`src/pkg/eem_map.vh`:
```
// Purpose: register offsets, field positions and reset values of the error monitor
// Assumes: word-indexed register port, 32-bit data
// Notes: offsets are register indices on the request/address port
`ifndef EEM_MAP_VH
`define EEM_MAP_VH

// -----------------------------------------------------------------
// register indices
// -----------------------------------------------------------------
`define EEM_OFS_CTRL      4'h0
`define EEM_OFS_SB_THR    4'h1
`define EEM_OFS_DB_THR    4'h2
`define EEM_OFS_SB_CNT    4'h3
`define EEM_OFS_DB_CNT    4'h4
`define EEM_OFS_SB_ADDR   4'h5
`define EEM_OFS_DB_ADDR   4'h6
`define EEM_OFS_SB_DATA   4'h7
`define EEM_OFS_SB_SYN    4'h8
`define EEM_OFS_DB_DATA   4'h9
`define EEM_OFS_IRQ_STAT  4'hA
`define EEM_OFS_IRQ_MASK  4'hB
`define EEM_OFS_SB_LANE   4'hC
`define EEM_OFS_DB_LANE   4'hD

// -----------------------------------------------------------------
// control word fields
// -----------------------------------------------------------------
`define EEM_CTL_SB_COUNT   0
`define EEM_CTL_SB_CORRECT 1
`define EEM_CTL_DB_ENABLE  2
`define EEM_CTL_CLEAR_ALL  4
`define EEM_CTL_CLR_ON_RD  7
`define EEM_CTL_CORRUPT    8
`define EEM_CTL_CORR_TYPE  9
`define EEM_CTL_KEEP_FIRST 10
`define EEM_CTL_CLR_IRQ    11

// -----------------------------------------------------------------
// interrupt status / mask fields
// -----------------------------------------------------------------
`define EEM_IRQ_SB      0
`define EEM_IRQ_DB      1
`define EEM_IRQ_SB_MAX  2
`define EEM_IRQ_DB_MAX  3
`define EEM_IRQ_DB_RMW  4

// -----------------------------------------------------------------
// reset values
// -----------------------------------------------------------------
`define EEM_RST_CTRL     32'h0000000F
`define EEM_RST_THR      32'h00000001
`define EEM_RST_MASK     5'h01

`endif

```
`src/rtl/eem_error_monitor_regs.v`:
```
// Purpose: control and status registers of a memory error-correction unit
// Assumes: decoder reports one error event per cycle with lane, syndrome and data
// Notes: lane count fixed at two 64-bit lanes (128-bit word); stored fields merge per byte enable, write-one clears and control actions ignore it
`timescale 1ns/1ps
`include "eem_map.vh"

module eem_error_monitor_regs
(
    input wire clk_i,
    input wire rst_i,
    // register port
    input wire [3:0] reg_port_addr_i,
    input wire [3:0] reg_port_byte_en_i,
    input wire reg_port_read_req_i,
    input wire reg_port_write_req_i,
    input wire [31:0] reg_port_wdata_i,
    output reg [31:0] reg_port_rdata_o,
    output reg reg_port_interrupt_o,
    // decoder event side
    input wire err_single_i,
    input wire err_double_i,
    input wire err_rmw_i,
    input wire err_lane_i,
    input wire [31:0] err_addr_i,
    input wire [127:0] err_data_i,
    input wire [15:0] err_syndrome_i,
    // steering toward the datapath
    output reg correct_en_o,
    output reg corrupt_en_o,
    output reg corrupt_double_o
);

// -----------------------------------------------------------------
// storage
// -----------------------------------------------------------------
// control word, thresholds and write-only mask
reg [31:0] ctrl;
reg [31:0] sb_thr;
reg [31:0] db_thr;
reg [31:0] sb_cnt;
reg [31:0] db_cnt;
reg [31:0] sb_addr;
reg [31:0] db_addr;
// interrupt causes, lane locations and the pending interrupt
reg [4:0] irq_stat;
reg [4:0] irq_mask;
reg [1:0] sb_lane;
reg [1:0] db_lane;
// held flags: an address is latched; in first-error mode it must not be replaced
reg sb_addr_held;
reg db_addr_held;
reg irq_pend;
// captured failing word as four 32-bit sub-words, one syndrome per lane
reg [31:0] sb_q [0:3];
reg [31:0] db_q [0:3];
reg [7:0] syn_q [0:1];
// read pointers step one sub-word per data read
reg [1:0] sb_rd_ptr;
reg [1:0] db_rd_ptr;
integer i;

// -----------------------------------------------------------------
// request decode
// -----------------------------------------------------------------
// one-cycle strobes for the registers that have side effects
wire wr_ctrl = reg_port_write_req_i && reg_port_addr_i == `EEM_OFS_CTRL;
wire clr_all = wr_ctrl && reg_port_wdata_i[`EEM_CTL_CLEAR_ALL];
wire rd_sb_cnt = reg_port_read_req_i && reg_port_addr_i == `EEM_OFS_SB_CNT;
wire rd_db_cnt = reg_port_read_req_i && reg_port_addr_i == `EEM_OFS_DB_CNT;
wire rd_sb_data = reg_port_read_req_i && reg_port_addr_i == `EEM_OFS_SB_DATA;
wire rd_db_data = reg_port_read_req_i && reg_port_addr_i == `EEM_OFS_DB_DATA;
wire wr_stat = reg_port_write_req_i && reg_port_addr_i == `EEM_OFS_IRQ_STAT;
wire wr_sb_lane = reg_port_write_req_i && reg_port_addr_i == `EEM_OFS_SB_LANE;
wire wr_db_lane = reg_port_write_req_i && reg_port_addr_i == `EEM_OFS_DB_LANE;

// qualified events
// a disabled double-bit check drops the event before any capture
wire sb_evt = err_single_i; // capture happens regardless of counting
wire db_evt = err_double_i && ctrl[`EEM_CTL_DB_ENABLE];
// max flags use the live threshold: lowering it below the count
// raises the cause with the next event, not at the write
wire sb_max = sb_cnt >= sb_thr;
wire db_max = db_cnt >= db_thr;

// byte-lane merge of a write onto an old value
// bytes whose enable is low keep their old contents
function [31:0] eem_merge;
    input [31:0] old_v;
    input [31:0] new_v;
    input [3:0] be;
    integer k;
    begin
        eem_merge = old_v;
        for (k = 0; k < 4; k = k + 1)
            if (be[k])
                eem_merge[k*8 +: 8] = new_v[k*8 +: 8];
    end
endfunction

// saturating count step, shared by both counters
// the counter parks at the threshold and never wraps to zero
function [31:0] eem_count;
    input [31:0] cnt;
    input [31:0] thr;
    input inc;
    begin
        if (inc && cnt < thr)
            eem_count = cnt + 32'h00000001;
        else
            eem_count = cnt;
    end
endfunction

// -----------------------------------------------------------------
// control, thresholds and mask
// -----------------------------------------------------------------
// clear-all and clear-interrupt bits are stored as written; only the
// write itself acts, so a read-back still shows them set
always @(posedge clk_i or posedge rst_i)
begin
    if (rst_i)
    begin
        ctrl <= `EEM_RST_CTRL;
        sb_thr <= `EEM_RST_THR;
        db_thr <= `EEM_RST_THR;
        irq_mask <= `EEM_RST_MASK;
    end
    else if (reg_port_write_req_i)
    begin
        case (reg_port_addr_i)
            `EEM_OFS_CTRL:
                ctrl <= eem_merge(ctrl, reg_port_wdata_i, reg_port_byte_en_i);
            `EEM_OFS_SB_THR:
                sb_thr <= eem_merge(sb_thr, reg_port_wdata_i, reg_port_byte_en_i);
            `EEM_OFS_DB_THR:
                db_thr <= eem_merge(db_thr, reg_port_wdata_i, reg_port_byte_en_i);
            // the mask needs only its low byte lane
            `EEM_OFS_IRQ_MASK:
                if (reg_port_byte_en_i[0])
                    irq_mask <= reg_port_wdata_i[4:0];
            default:
                ;
        endcase
    end
end

// -----------------------------------------------------------------
// error counters
// -----------------------------------------------------------------
// a read-clear in the event cycle restarts from one so the event survives
// single-bit counting is gated here; capture further down is not
always @(posedge clk_i or posedge rst_i)
begin
    if (rst_i)
    begin
        sb_cnt <= 32'h00000000;
        db_cnt <= 32'h00000000;
    end
    else
    begin
        if (clr_all || (rd_sb_cnt && ctrl[`EEM_CTL_CLR_ON_RD]))
            sb_cnt <= eem_count(32'h00000000, sb_thr, sb_evt && ctrl[`EEM_CTL_SB_COUNT]);
        else
            sb_cnt <= eem_count(sb_cnt, sb_thr, sb_evt && ctrl[`EEM_CTL_SB_COUNT]);
        if (clr_all || (rd_db_cnt && ctrl[`EEM_CTL_CLR_ON_RD]))
            db_cnt <= eem_count(32'h00000000, db_thr, db_evt);
        else
            db_cnt <= eem_count(db_cnt, db_thr, db_evt);
    end
end

// -----------------------------------------------------------------
// failing address capture
// -----------------------------------------------------------------
// in first-error mode the held flag blocks later captures until a
// clear-all; leaving that mode lets the next error overwrite
always @(posedge clk_i or posedge rst_i)
begin
    if (rst_i)
    begin
        sb_addr <= 32'h00000000;
        db_addr <= 32'h00000000;
        sb_addr_held <= 1'b0;
        db_addr_held <= 1'b0;
    end
    else
    begin
        if (clr_all)
        begin
            sb_addr <= 32'h00000000;
            sb_addr_held <= 1'b0;
        end
        else if (sb_evt && !(ctrl[`EEM_CTL_KEEP_FIRST] && sb_addr_held))
        begin
            sb_addr <= err_addr_i;
            sb_addr_held <= 1'b1;
        end
        if (clr_all)
        begin
            db_addr <= 32'h00000000;
            db_addr_held <= 1'b0;
        end
        else if (db_evt && !(ctrl[`EEM_CTL_KEEP_FIRST] && db_addr_held))
        begin
            db_addr <= err_addr_i;
            db_addr_held <= 1'b1;
        end
    end
end

// -----------------------------------------------------------------
// data and syndrome queues
// -----------------------------------------------------------------
// each read of a data register steps to the next 32-bit sub-word and wraps;
// the syndrome shown follows the lane of the next single-error sub-word to be read
// a new event outranks a clear-all in the same cycle, so the
// freshest failing word is never thrown away
always @(posedge clk_i or posedge rst_i)
begin
    if (rst_i)
    begin
        for (i = 0; i < 4; i = i + 1)
        begin
            sb_q[i] <= 32'h00000000;
            db_q[i] <= 32'h00000000;
        end
        syn_q[0] <= 8'h00;
        syn_q[1] <= 8'h00;
        sb_rd_ptr <= 2'h0;
        db_rd_ptr <= 2'h0;
    end
    else
    begin
        if (sb_evt)
        begin
            for (i = 0; i < 4; i = i + 1)
                sb_q[i] <= err_data_i[i*32 +: 32];
            syn_q[0] <= err_syndrome_i[7:0];
            syn_q[1] <= err_syndrome_i[15:8];
            sb_rd_ptr <= 2'h0;
        end
        else if (clr_all)
        begin
            for (i = 0; i < 4; i = i + 1)
                sb_q[i] <= 32'h00000000;
            syn_q[0] <= 8'h00;
            syn_q[1] <= 8'h00;
            sb_rd_ptr <= 2'h0;
        end
        else if (rd_sb_data)
            sb_rd_ptr <= sb_rd_ptr + 2'h1;
        if (db_evt)
        begin
            for (i = 0; i < 4; i = i + 1)
                db_q[i] <= err_data_i[i*32 +: 32];
            db_rd_ptr <= 2'h0;
        end
        else if (clr_all)
        begin
            for (i = 0; i < 4; i = i + 1)
                db_q[i] <= 32'h00000000;
            db_rd_ptr <= 2'h0;
        end
        else if (rd_db_data)
            db_rd_ptr <= db_rd_ptr + 2'h1;
    end
end

// -----------------------------------------------------------------
// interrupt status, lane flags and interrupt output
// -----------------------------------------------------------------
// set wins over a write-one clear in the same cycle
wire [4:0] stat_set = {err_rmw_i && db_evt,
                       db_evt && db_max,
                       sb_evt && ctrl[`EEM_CTL_SB_COUNT] && sb_max,
                       db_evt,
                       sb_evt};
// only two lanes exist, so the lane input picks one of two bits
wire [1:0] lane_bit = err_lane_i ? 2'b10 : 2'b01;
// write-one-to-clear strobes; byte enables play no part here
wire [4:0] stat_clr = wr_stat ? reg_port_wdata_i[4:0] : 5'h00;
wire [1:0] sbl_clr = wr_sb_lane ? reg_port_wdata_i[1:0] : 2'h0;
wire [1:0] dbl_clr = wr_db_lane ? reg_port_wdata_i[1:0] : 2'h0;
wire [4:0] next_irq_stat = (irq_stat & ~stat_clr) | stat_set;

always @(posedge clk_i or posedge rst_i)
begin
    if (rst_i)
    begin
        irq_stat <= 5'h00;
        sb_lane <= 2'h0;
        db_lane <= 2'h0;
        irq_pend <= 1'b0;
    end
    else
    begin
        irq_stat <= next_irq_stat;
        sb_lane <= (sb_lane & ~sbl_clr) | (sb_evt ? lane_bit : 2'h0);
        db_lane <= (db_lane & ~dbl_clr) | (db_evt ? lane_bit : 2'h0);
        // new unmasked cause re-arms; control bit 11 drops the line
        // pending also drops once no unmasked cause is left
        if (|(stat_set & ~irq_mask))
            irq_pend <= 1'b1;
        else if (wr_ctrl && reg_port_wdata_i[`EEM_CTL_CLR_IRQ])
            irq_pend <= 1'b0;
        else if (!(|(next_irq_stat & ~irq_mask)))
            irq_pend <= 1'b0;
    end
end

// -----------------------------------------------------------------
// outputs, all registered
// -----------------------------------------------------------------
always @(posedge clk_i or posedge rst_i)
begin
    if (rst_i)
    begin
        reg_port_rdata_o <= 32'h00000000;
        reg_port_interrupt_o <= 1'b0;
        correct_en_o <= 1'b0;
        corrupt_en_o <= 1'b0;
        corrupt_double_o <= 1'b0;
    end
    else
    begin
        // steering outputs lag the control word by one cycle
        reg_port_interrupt_o <= irq_pend;
        correct_en_o <= ctrl[`EEM_CTL_SB_CORRECT];
        corrupt_en_o <= ctrl[`EEM_CTL_CORRUPT];
        corrupt_double_o <= ctrl[`EEM_CTL_CORR_TYPE];
        // side-effect reads return the value from before their step
        if (reg_port_read_req_i)
        begin
            case (reg_port_addr_i)
                `EEM_OFS_CTRL: reg_port_rdata_o <= ctrl;
                `EEM_OFS_SB_THR: reg_port_rdata_o <= sb_thr;
                `EEM_OFS_DB_THR: reg_port_rdata_o <= db_thr;
                `EEM_OFS_SB_CNT: reg_port_rdata_o <= sb_cnt;
                `EEM_OFS_DB_CNT: reg_port_rdata_o <= db_cnt;
                `EEM_OFS_SB_ADDR: reg_port_rdata_o <= sb_addr;
                `EEM_OFS_DB_ADDR: reg_port_rdata_o <= db_addr;
                `EEM_OFS_SB_DATA: reg_port_rdata_o <= sb_q[sb_rd_ptr];
                `EEM_OFS_SB_SYN: reg_port_rdata_o <= {24'h000000, syn_q[sb_rd_ptr[1]]};
                `EEM_OFS_DB_DATA: reg_port_rdata_o <= db_q[db_rd_ptr];
                `EEM_OFS_IRQ_STAT: reg_port_rdata_o <= {27'h0000000, irq_stat};
                `EEM_OFS_SB_LANE: reg_port_rdata_o <= {30'h00000000, sb_lane};
                `EEM_OFS_DB_LANE: reg_port_rdata_o <= {30'h00000000, db_lane};
                default: reg_port_rdata_o <= 32'h00000000; // mask is write-only
            endcase
        end
    end
end

endmodule
```
`config.mk`:
```
export PLATFORM = sky130hd
export DESIGN_NAME = eem_error_monitor_regs
export DESIGN_NICKNAME = d
export VERILOG_FILES = /design/src/rtl/eem_error_monitor_regs.v
export VERILOG_INCLUDE_DIRS = /design/src /design/src/pkg
export SDC_FILE = /design/constraint.sdc
export NUM_CORES = 1
export LEC_CHECK = 0
export ABC_AREA = 1
export BUFFER_PORTS_ARGS = -buffer_cell sky130_fd_sc_hd__buf_2
export CELL_PAD_IN_SITES_DETAIL_PLACEMENT = 1
export CELL_PAD_IN_SITES_GLOBAL_PLACEMENT = 1
export CORE_MARGIN = 2
export CORE_UTILIZATION = 50
export CTS_BUF_LIST = sky130_fd_sc_hd__clkbuf_8
export CTS_CLUSTER_DIAMETER = 50
export DETAILED_ROUTE_END_ITERATION = 16
export PLACE_DENSITY_LB_ADDON = 0.12
export SYNTH_ARGS = -nofsm -noshare
export SYNTH_HDL_FRONTEND = slang
export SYNTH_SLANG_ARGS = --single-unit
```
`constraint.sdc`:
```
create_clock -name clk_i -period 24.3 [get_ports clk_i]
set_input_delay 0 -clock clk_i [delete_from_list [all_inputs] [get_ports clk_i]]
set_output_delay 0 -clock clk_i [all_outputs]
set_load 0.005 [all_outputs]
```
Word-level counts from Yosys, hierarchy flattened. Index checks and enable logic that the tools add are counted.

Register bits: 553. Bits of input ports: 224. Output and inout port bits: 36. Word-level logic and storage cells: 179.

Add/sub/neg operators: 4. Order comparisons: 9. Eq/ne operators: 14. Muxes and demuxes: 44. Bitwise gates (word level): 15. Reductions and logical operators: 53.

Operators by type and width (number): $pmux 32 s13 (1); $mux 128 (3); $mux 32 (12); $bmux 32 s2 (2); $add 32x1->32 const B (2); $ge 32x32->1 (2); $lt 1x32->1 const A (2); $lt 32x32->1 (2); $reduce_and 3->1 (13); $mux 16 (2); $logic_and 1x1->1 (25); $eq 4x4->1 const B (6); $mux 8 (3); $mux 2 (11); $eq 4x3->1 const B (4); $and 5x5->5 (3); $reduce_bool 2->1 (6); $not 5->5 (2); $reduce_or 5->1 (2); $mux 1 (9); $eq 4x2->1 const B (2); $ge 3x3->1 const B (2); $not 2->3 (2); $reduce_bool 3->1 (2); other kinds (13) (19).

Longest topological paths before layout. Gate-level depths: netlist of the first run.

Depth in word-level cells: 11. Gate-level depth with buffers: 17. Gate-level depth less buffers: 17.

Worst setup path after synthesis of the first run. Ideal clock, no wire load.

Kind: reg2reg. Start point: register db_cnt[27]. End point: register db_cnt[2]. Data arrival time: 1.994 ns. Slack: 22.224 ns. Cell stages (with the launch flop): 12. Buffers on the path: 1. Clock period less this slack: 2.076 ns. Cell sequence: dfrtp_1 -> ha_1 -> a21oi_1 -> o21ai_0 -> nand2_1 -> nand2_1 -> a21oi_1 -> nand2_1 -> nor2_1 -> clkbuf_1 -> nand4_1 -> o21ai_0.

Word-level cells in the longest chain between the ends: 3.

RTL lines: start, declared (line eem_error_monitor_regs.v:41) `reg [31:0] db_cnt;`; start signal, assigned (line eem_error_monitor_regs.v:166) `db_cnt <= eem_count(32'h00000000, db_thr, db_evt);`; start signal, assigned (line eem_error_monitor_regs.v:168) `db_cnt <= eem_count(db_cnt, db_thr, db_evt);`; $lt 32x32->1 (line eem_error_monitor_regs.v:107) `if (inc && cnt < thr)`; $logic_and 1x1->1 (line eem_error_monitor_regs.v:107); $reduce_bool 2->1 (no source line).

No other way between the ends. A chain may end at the register's enable or synchronous reset.

Worst setup path in the final report of the first run.
Start point: input port reg_port_addr_i[1]. End point: register sb_cnt[20].

Word-level cells in the longest chain between the ends: 5. Elaborated cells between the ends (all ways): 9. Classes of those cells: eq/ne: 1; mux: 1; reduce/logical: 7.

RTL lines: start, declared (line eem_error_monitor_regs.v:12) `input wire [3:0] reg_port_addr_i,`; $eq 4x2->1 or $logic_not 4->1 (tied branches); $logic_and 1x1->1 (no source line); $logic_and 1x1->1, on equally long branches (line eem_error_monitor_regs.v:161, eem_error_monitor_regs.v:67); $logic_or 1x1->1 (*) (line eem_error_monitor_regs.v:161) `` if (clr_all || (rd_sb_cnt && ctrl[`EEM_CTL_CLR_ON_RD])) ``; $mux 32 or $reduce_bool 2->1 (tied branches); end signal, assigned (line eem_error_monitor_regs.v:162) `` sb_cnt <= eem_count(32'h00000000, sb_thr, sb_evt && ctrl[`EEM_CTL_SB_COUNT]); ``; end signal, assigned (line eem_error_monitor_regs.v:164) `` sb_cnt <= eem_count(sb_cnt, sb_thr, sb_evt && ctrl[`EEM_CTL_SB_COUNT]); ``; end, declared (line eem_error_monitor_regs.v:40) `reg [31:0] sb_cnt;`.

Mark *: on every way between the ends. The rest lies on a longest branch, timed or not.

==> qor.csv, run 1 <==
metric,value,unit
path_max_fanout,45,
grt_usage,46.3,%
utilization,62.3,%
routedWlPerCell,27.7,um
synth_mux_area_share,0,%
io_pins,260,
synth_simple_gate_area_share,18.7,%
final_cell_mix,"nand2_1, dfrtp_1, o21ai_0",
fmax,0.221,GHz
ir_drop,69.2,uV
end_kind,flop,
drt_iter0_drc,3380,
clock_latency,0.76,ns
hpwlAfterDp,74800,um
drt-total-wl,132000,um
grt_pass1_wl,199000,um
cts_buffers,99,
cp_data_arrival_time,5.10,ns
clk_pin_slew_worst_paths,0.06,ns
crit_type,primary input to flop,
seq_area_frac_synth,49.9,%
finalCritPeriodShare,18.6,%
grt-ovfl-total,0,
area_growth,23.5,%
drive_above_1_share,11.8,%
first_global_vias,32600,
netlist_area,27800,um2
crit_slowest_cell,clkinv_2,
fillCellCount,6660,
initial_core_util,50.5,%
slew-limit-headroom,15.7,%
fin_crit,4.52,ns
grt_max_degree,207,
io_buffers,259,
power,2970,uW
vias_per_cell,6.38,
crit_family,buffers and inverters,
yosys_warnings,0,
setup_viol,0,
synth_xor_xnor_area_share,1.04,%
powerDensity,86.7,nW/um2
rsz0062_at_grt,false,
vias,30300,
fin_nets,4229,
maxCapViolCount,0,
cts_buffer_depth,3,
path_buf_inv,7,
crit_top_cell,inv_2,
drcViolationCount,0,
stdcell_count,4758,
placed_cells,4320,
regArea,13900,um2
drtAntennaViolNets,0,
synthAdderAreaFrac,2.98,%
coreArea,55000,um2
report.final.slew_viol_count,0,
rows,86,
finClkSkew,0.0465,ns
ys_types,42,
cp.required,24.88,ns
firstDrtPassIters,7,
synth_top_family_by_area,simple AND/OR/NAND/NOR gates,
setup_tns,0,ns
multiInputGateArea,11400,um2
cts-htree-levels,3,
cts_sinks,553,
path_cells,"dlygate4sd3_1, buf_2, nor2_2, dlygate4sd3_1, inv_2, nor2_8, nand2_2, nor2_8, clkinv_2, o21ai_4, inv_2, nand2_2, inv_2, nand2_1, o31ai_1",
die_w,240,um
layout_commonest_cell,nand2_1,
finalHoldViolCount,0,
post_cts_buffers,0,
root_buffer,clkbuf_8,
syn_inst,3465,
die-area,57400,um2
die_h,240,um
p_leak,0.0166,uW
max_slew.worst_pin.slew,1.26,ns
postSynthAreaPerCell,8.01,um2
hp-class,primary input to flop,
synth-compound-area-share,18.1,%
run_status,finished clean,
cp-start-kind,primary input,
synth.net_count,3755,
cp_slowest_stage_delay,0.70,ns
gp_congestion,0.956,
cts_tree,yes,
antenna_found_initial,23,
ys_ff_latch,553,
## cells in the mapped netlist, drive strengths merged
library cell / count / area share [%]
a211oi: 7 / 0.19
a21o: 2 / 0.054
a21oi: 153 / 2.8
a221oi: 14 / 0.44
a22o: 19 / 0.60
a22oi: 1 / 0.027
a31oi: 10 / 0.23
buf: 34 / 0.55
clkbuf: 149 / 2.0
clkinv: 2 / 0.027
dfrtp: 546 / 49
dfstp: 7 / 0.66
ha: 66 / 3.0
inv: 491 / 6.6
nand2: 765 / 10
nand3: 211 / 3.8
nand3b: 1 / 0.027
nand4: 61 / 1.4
nor2: 117 / 1.7
nor3: 36 / 0.65
nor3b: 1 / 0.027
nor4: 30 / 0.68
o2111ai: 8 / 0.25
o211ai: 4 / 0.11
o21a: 4 / 0.11
o21ai: 533 / 9.7
o221ai: 1 / 0.032
o22ai: 138 / 3.1
o31ai: 19 / 0.55
or2: 2 / 0.045
xnor2: 2 / 0.063
xor2: 31 / 0.98
## where the power goes
| group | switching [uW] | leakage, uW | internal, uW |
|---|---|---|---|
| registers | 187 | 0.00692 | 1110 |
| clock network | 450 | 0.00109 | 490 |
| logic | 479 | 0.00858 | 248 |
| total | 1120 | 0.0166 | 1850 |
## area by class of cell
cell class	count	share of cell area, %
Clock buffer	121	4.86
Sequential cell	553	40.4
Clock inverter	39	0.917
Antenna cell	12	0.0877
Multi-Input combinational cell	2236	33.2
Timing Repair Buffer	556	12.3
Tap cell	748	2.73
Inverter	493	5.43
## final timing paths
kind / start / to / slack, ns / depth (start not counted)
min: err_data_i[111] / sb_q[15]$_DFFE_PP0P_ / 0.08 / 4
min reg2reg: ctrl[1]$_DFFE_PP1P_ / correct_en_o$_DFF_PP0_ / 0.43 / 0
max: reg_port_addr_i[1] / sb_cnt[20]$_DFFE_PP0P_ / 19.78 / 15
max reg2reg: db_rd_ptr[1]$_DFFE_PP0P_ / reg_port_rdata_o[15]$_DFFE_PP0P_ / 20.92 / 9
min in group asynchronous: rst_i / reg_port_rdata_o[17]$_DFFE_PP0P_ / 0.53 / 4
max in group asynchronous: rst_i / db_rd_ptr[0]$_DFFE_PP0P_ / 20.39 / 7
## tightest hold or removal path, delay by kind of cell
kind                   cells  cell delay [ns]
buffers and inverters      3             0.71
AOI/OAI and AO/OA          1             0.07
## repair_timing
item | CTS | global route
hold endpoints to repair | 566 | 0
gates resized for setup | 0 | 0
hold buffers | 265 | 0
## cell families (layout without fill, tap and decap cells)
group	Yosys count	in the layout
buf+inv	676	1209
other cells	0	12
fa+ha+maj	66	66
flops	553	553
simple gates	1224	1224
xor+xnor	33	33
compound gates	913	913
## layer usage
metal,global-route usage (%),part of all wire [%],up-vias
met5,1.21,0.18,-
met4,29.7,7.1,24
met3,12.2,9.8,632
met2,74.6,47,2115
met1,54.8,36,15100
li1,-,-,12500
## state kept, by name, summed over array words and instances (netlist names), 2 cells and up
register	flops
db_rd_ptr	2
sb_lane	2
db_lane	2
sb_addr	32
irq_mask	5
sb_cnt	32
db_thr	32
irq_stat	5
ctrl	32
sb_q	128
sb_rd_ptr	2
db_cnt	32
db_addr	32
db_q	128
sb_thr	32
reg_port_rdata_o	32
syn_q	16
## through the flow
step / hold slack, ns / worst slack, ns / area, um2
after floorplan: 0.0964 / 8.85 / 27800
after global placement: 0.144 / 20.54 / 29600
after detailed placement: 0.157 / 20.39 / 29600
after CTS: 0.0100 / 20.03 / 34200
after global routing: 0.121 / 19.52 / 34300
final: 0.0762 / 19.78 / 34300
Note: power is estimated with default switching activity, not from simulation.
==> inputs of run 2 (changes only) <==
--- a/config.mk
+++ b/config.mk
@@ -11,7 +11,7 @@
 export CELL_PAD_IN_SITES_DETAIL_PLACEMENT = 1
 export CELL_PAD_IN_SITES_GLOBAL_PLACEMENT = 1
 export CORE_MARGIN = 2
-export CORE_UTILIZATION = 50
+export CORE_UTILIZATION = 46
 export CTS_BUF_LIST = sky130_fd_sc_hd__clkbuf_8
 export CTS_CLUSTER_DIAMETER = 50
 export DETAILED_ROUTE_END_ITERATION = 16
==> constraint.sdc (replaced) <==
create_clock -name clk_i -period 4.7 [get_ports clk_i]
set_input_delay 0 -clock clk_i [delete_from_list [all_inputs] [get_ports clk_i]]
set_output_delay 0 -clock clk_i [all_outputs]
set_load 0.005 [all_outputs]
==> run 2 against run 1 <==
  * Sequential power rose to 5.1 times the previous value
  * Die area up 8.5%
  * Critical path depth is 2 lower
  * Register-to-register slack lost 20 ns
  * Power rose to 5.1 times the previous value
  * Sequential share of layout area fell by 0.21 points
  * Via count is 4.4% lower
  * Final cell count up 1.3%
  * First-iteration DRC count fell by 24%
  * Utilization shrank 4.9 points
  * Critical path type unchanged
  * Critical endpoint is now ctrl[2]$_DFFE_PP1P_
  * Largest cell class unchanged
  * Largest power group unchanged
==> qor.csv, run 2 (synthesis gave the netlist of run 1 again) <==
metric,value,unit
run_status,finished clean,
clock_latency,0.74,ns
drtAntennaViolNets,0,
grt_max_degree,210,
r2r_cells,7,
fmax,0.265,GHz
clk_pin_slew_worst_paths,0.07,ns
top_regs,"db_q (128), sb_q (128)",
grt_usage,40.2,%
die_h,250,um
layout_commonest_cell,nand2_1,
ir_drop,307,uV
rrSetupSlack,1.41,ns
setup_viol,0,
finalCritPeriodShare,80.4,%
cts_buffers,100,
hp-class,primary input to flop,
cts_buffer_depth,3,
path_max_fanout,27,
whs_path_depth,5,
powerDensity,438,nW/um2
cp-start-kind,primary input,
initial_core_util,46.2,%
end_kind,flop,
dp_slack,1.75,ns
drcViolationCount,0,
slew-limit-headroom,19.5,%
vias_per_cell,6.02,
drt_iter0_drc,2571,
root_buffer,clkbuf_8,
crit_type,primary input to flop,
maxCapViolCount,0,
firstDrtPassIters,5,
routedWlPerCell,26.0,um
finClkSkew,0.0468,ns
io_buffers,259,
cts_tree,yes,
first_global_vias,31300,
io_pins,260,
die_w,250,um
area_growth,24.1,%
report.final.slew_viol_count,0,
grt-ovfl-total,0,
stdcell_count,4818,
fin_nets,4239,
utilization,57.4,%
placed_cells,4371,
max_slew.worst_pin.slew,1.21,ns
final_cell_mix,"nand2_1, dfrtp_1, inv_1",
rsz0062_at_grt,false,
gp_congestion,0.979,
cts-htree-levels,3,
drive_above_1_share,12.3,%
coreArea,60000,um2
drt-total-wl,125000,um
rows,90,
finalHoldViolCount,0,
fin_crit,3.78,ns
vias,29000,
cts_sinks,553,
r2r-end,reg_port_rdata_o[9]$_DFFE_PP0P_,
setup_tns,0,ns
hold_end,sb_thr[31]$_DFFE_PP0P_,
hold_path.startpoint,reg_port_byte_en_i[3],
p_leak,0.0167,uW
cp_data_arrival_time,4.45,ns
grt_pass1_wl,191000,um
antenna_found_initial,7,
cp.required,5.37,ns
post-route-worst-setup-slack,0.921,ns
timing.rr.start,sb_rd_ptr[0]$_DFFE_PP0P_,
hpwlAfterDp,78300,um
die-area,62300,um2
-- run 2: cell types whose count changed in the layout (fill, tap and decap cells not counted), sizes merged --
cell / change
inv: +19
buf: +16
diode: -8
dlygate4sd3: -7
clkinvlp: +4
clkinv: +3
bufinv: -1
-- run 2: stage by stage --
step                hold WS [ns]  instance area [um2]  total power [uW]
floorplan                 0.0964                27800              8520
global placement           0.128                29800              9670
detailed placement         0.123                29800              9900
CTS                      0.00230                34400             14800
global route              0.0860                34400             15800
finish                    0.0612                34400             15100
-- run 2: power by group --
group / total (uW) / switching [uW] / internal (uW)
Sequential: 6610 / 847 / 5760
Clock: 4840 / 2320 / 2520
Combinational: 3650 / 2380 / 1270
Total: 15100 / 5540 / 9550
-- run 2: cell type report --
class	instances	area, um2
Fill cell	7291	25600
Tap cell	782	978
Inverter	493	1860
Sequential cell	553	13900
Multi-Input combinational cell	2236	11400
Clock buffer	121	1670
Antenna cell	4	10.0
Clock inverter	64	402
Timing Repair Buffer	565	4290
-- run 2: repair_timing --
item | in CTS | in global routing
gates resized for setup | 0 | 0
buffers inserted | 0 | 0
endpoints found under the hold margin | 666 | 0
hold buffers | 258 | 0
-- run 2: worst max-delay path, cell delays in order --
cell           delay, ns
dlygate4sd3_1       0.53
buf_2               0.16
nor2_2              0.20
dlygate4sd3_1       0.67
inv_2               0.08
nor2_8              0.10
buf_4               0.42
inv_2               0.28
nor2_1              0.47
nand2_1             0.16
dlygate4sd3_1       0.62
o21ai_0             0.11
dlygate4sd3_1       0.58
-- run 2: worst max path at each step --
stage | startpoint | end | slack, ns
6_report | reg_port_addr_i[1] | ctrl[2]$_DFFE_PP1P_ | 0.92
5_1_grt | reg_port_addr_i[1] | ctrl[2]$_DFFE_PP1P_ | 0.88
3_3_place_gp | sb_thr[31]$_DFFE_PP0P_ | sb_cnt[29]$_DFFE_PP0P_ | 1.83
4_1_cts | reg_port_addr_i[1] | ctrl[10]$_DFFE_PP0P_ | 1.26
2_1_floorplan | rst_i | correct_en_o$_DFF_PP0_ | -2.82
3_5_place_dp | sb_thr[31]$_DFFE_PP0P_ | sb_cnt[25]$_DFFE_PP0P_ | 1.75
-- run 2: per-layer routing --
metal  wire length [um]  vias up  track usage [%]  part of all wire [%]
met1              48600    14600             50.2                    39
met3               9440      418             7.26                   7.5
met4               6900        6             20.5                   5.5
met2              60200     1515             66.8                    48
met5                 42        -                0                 0.034
li1                   -    12500                -                     -
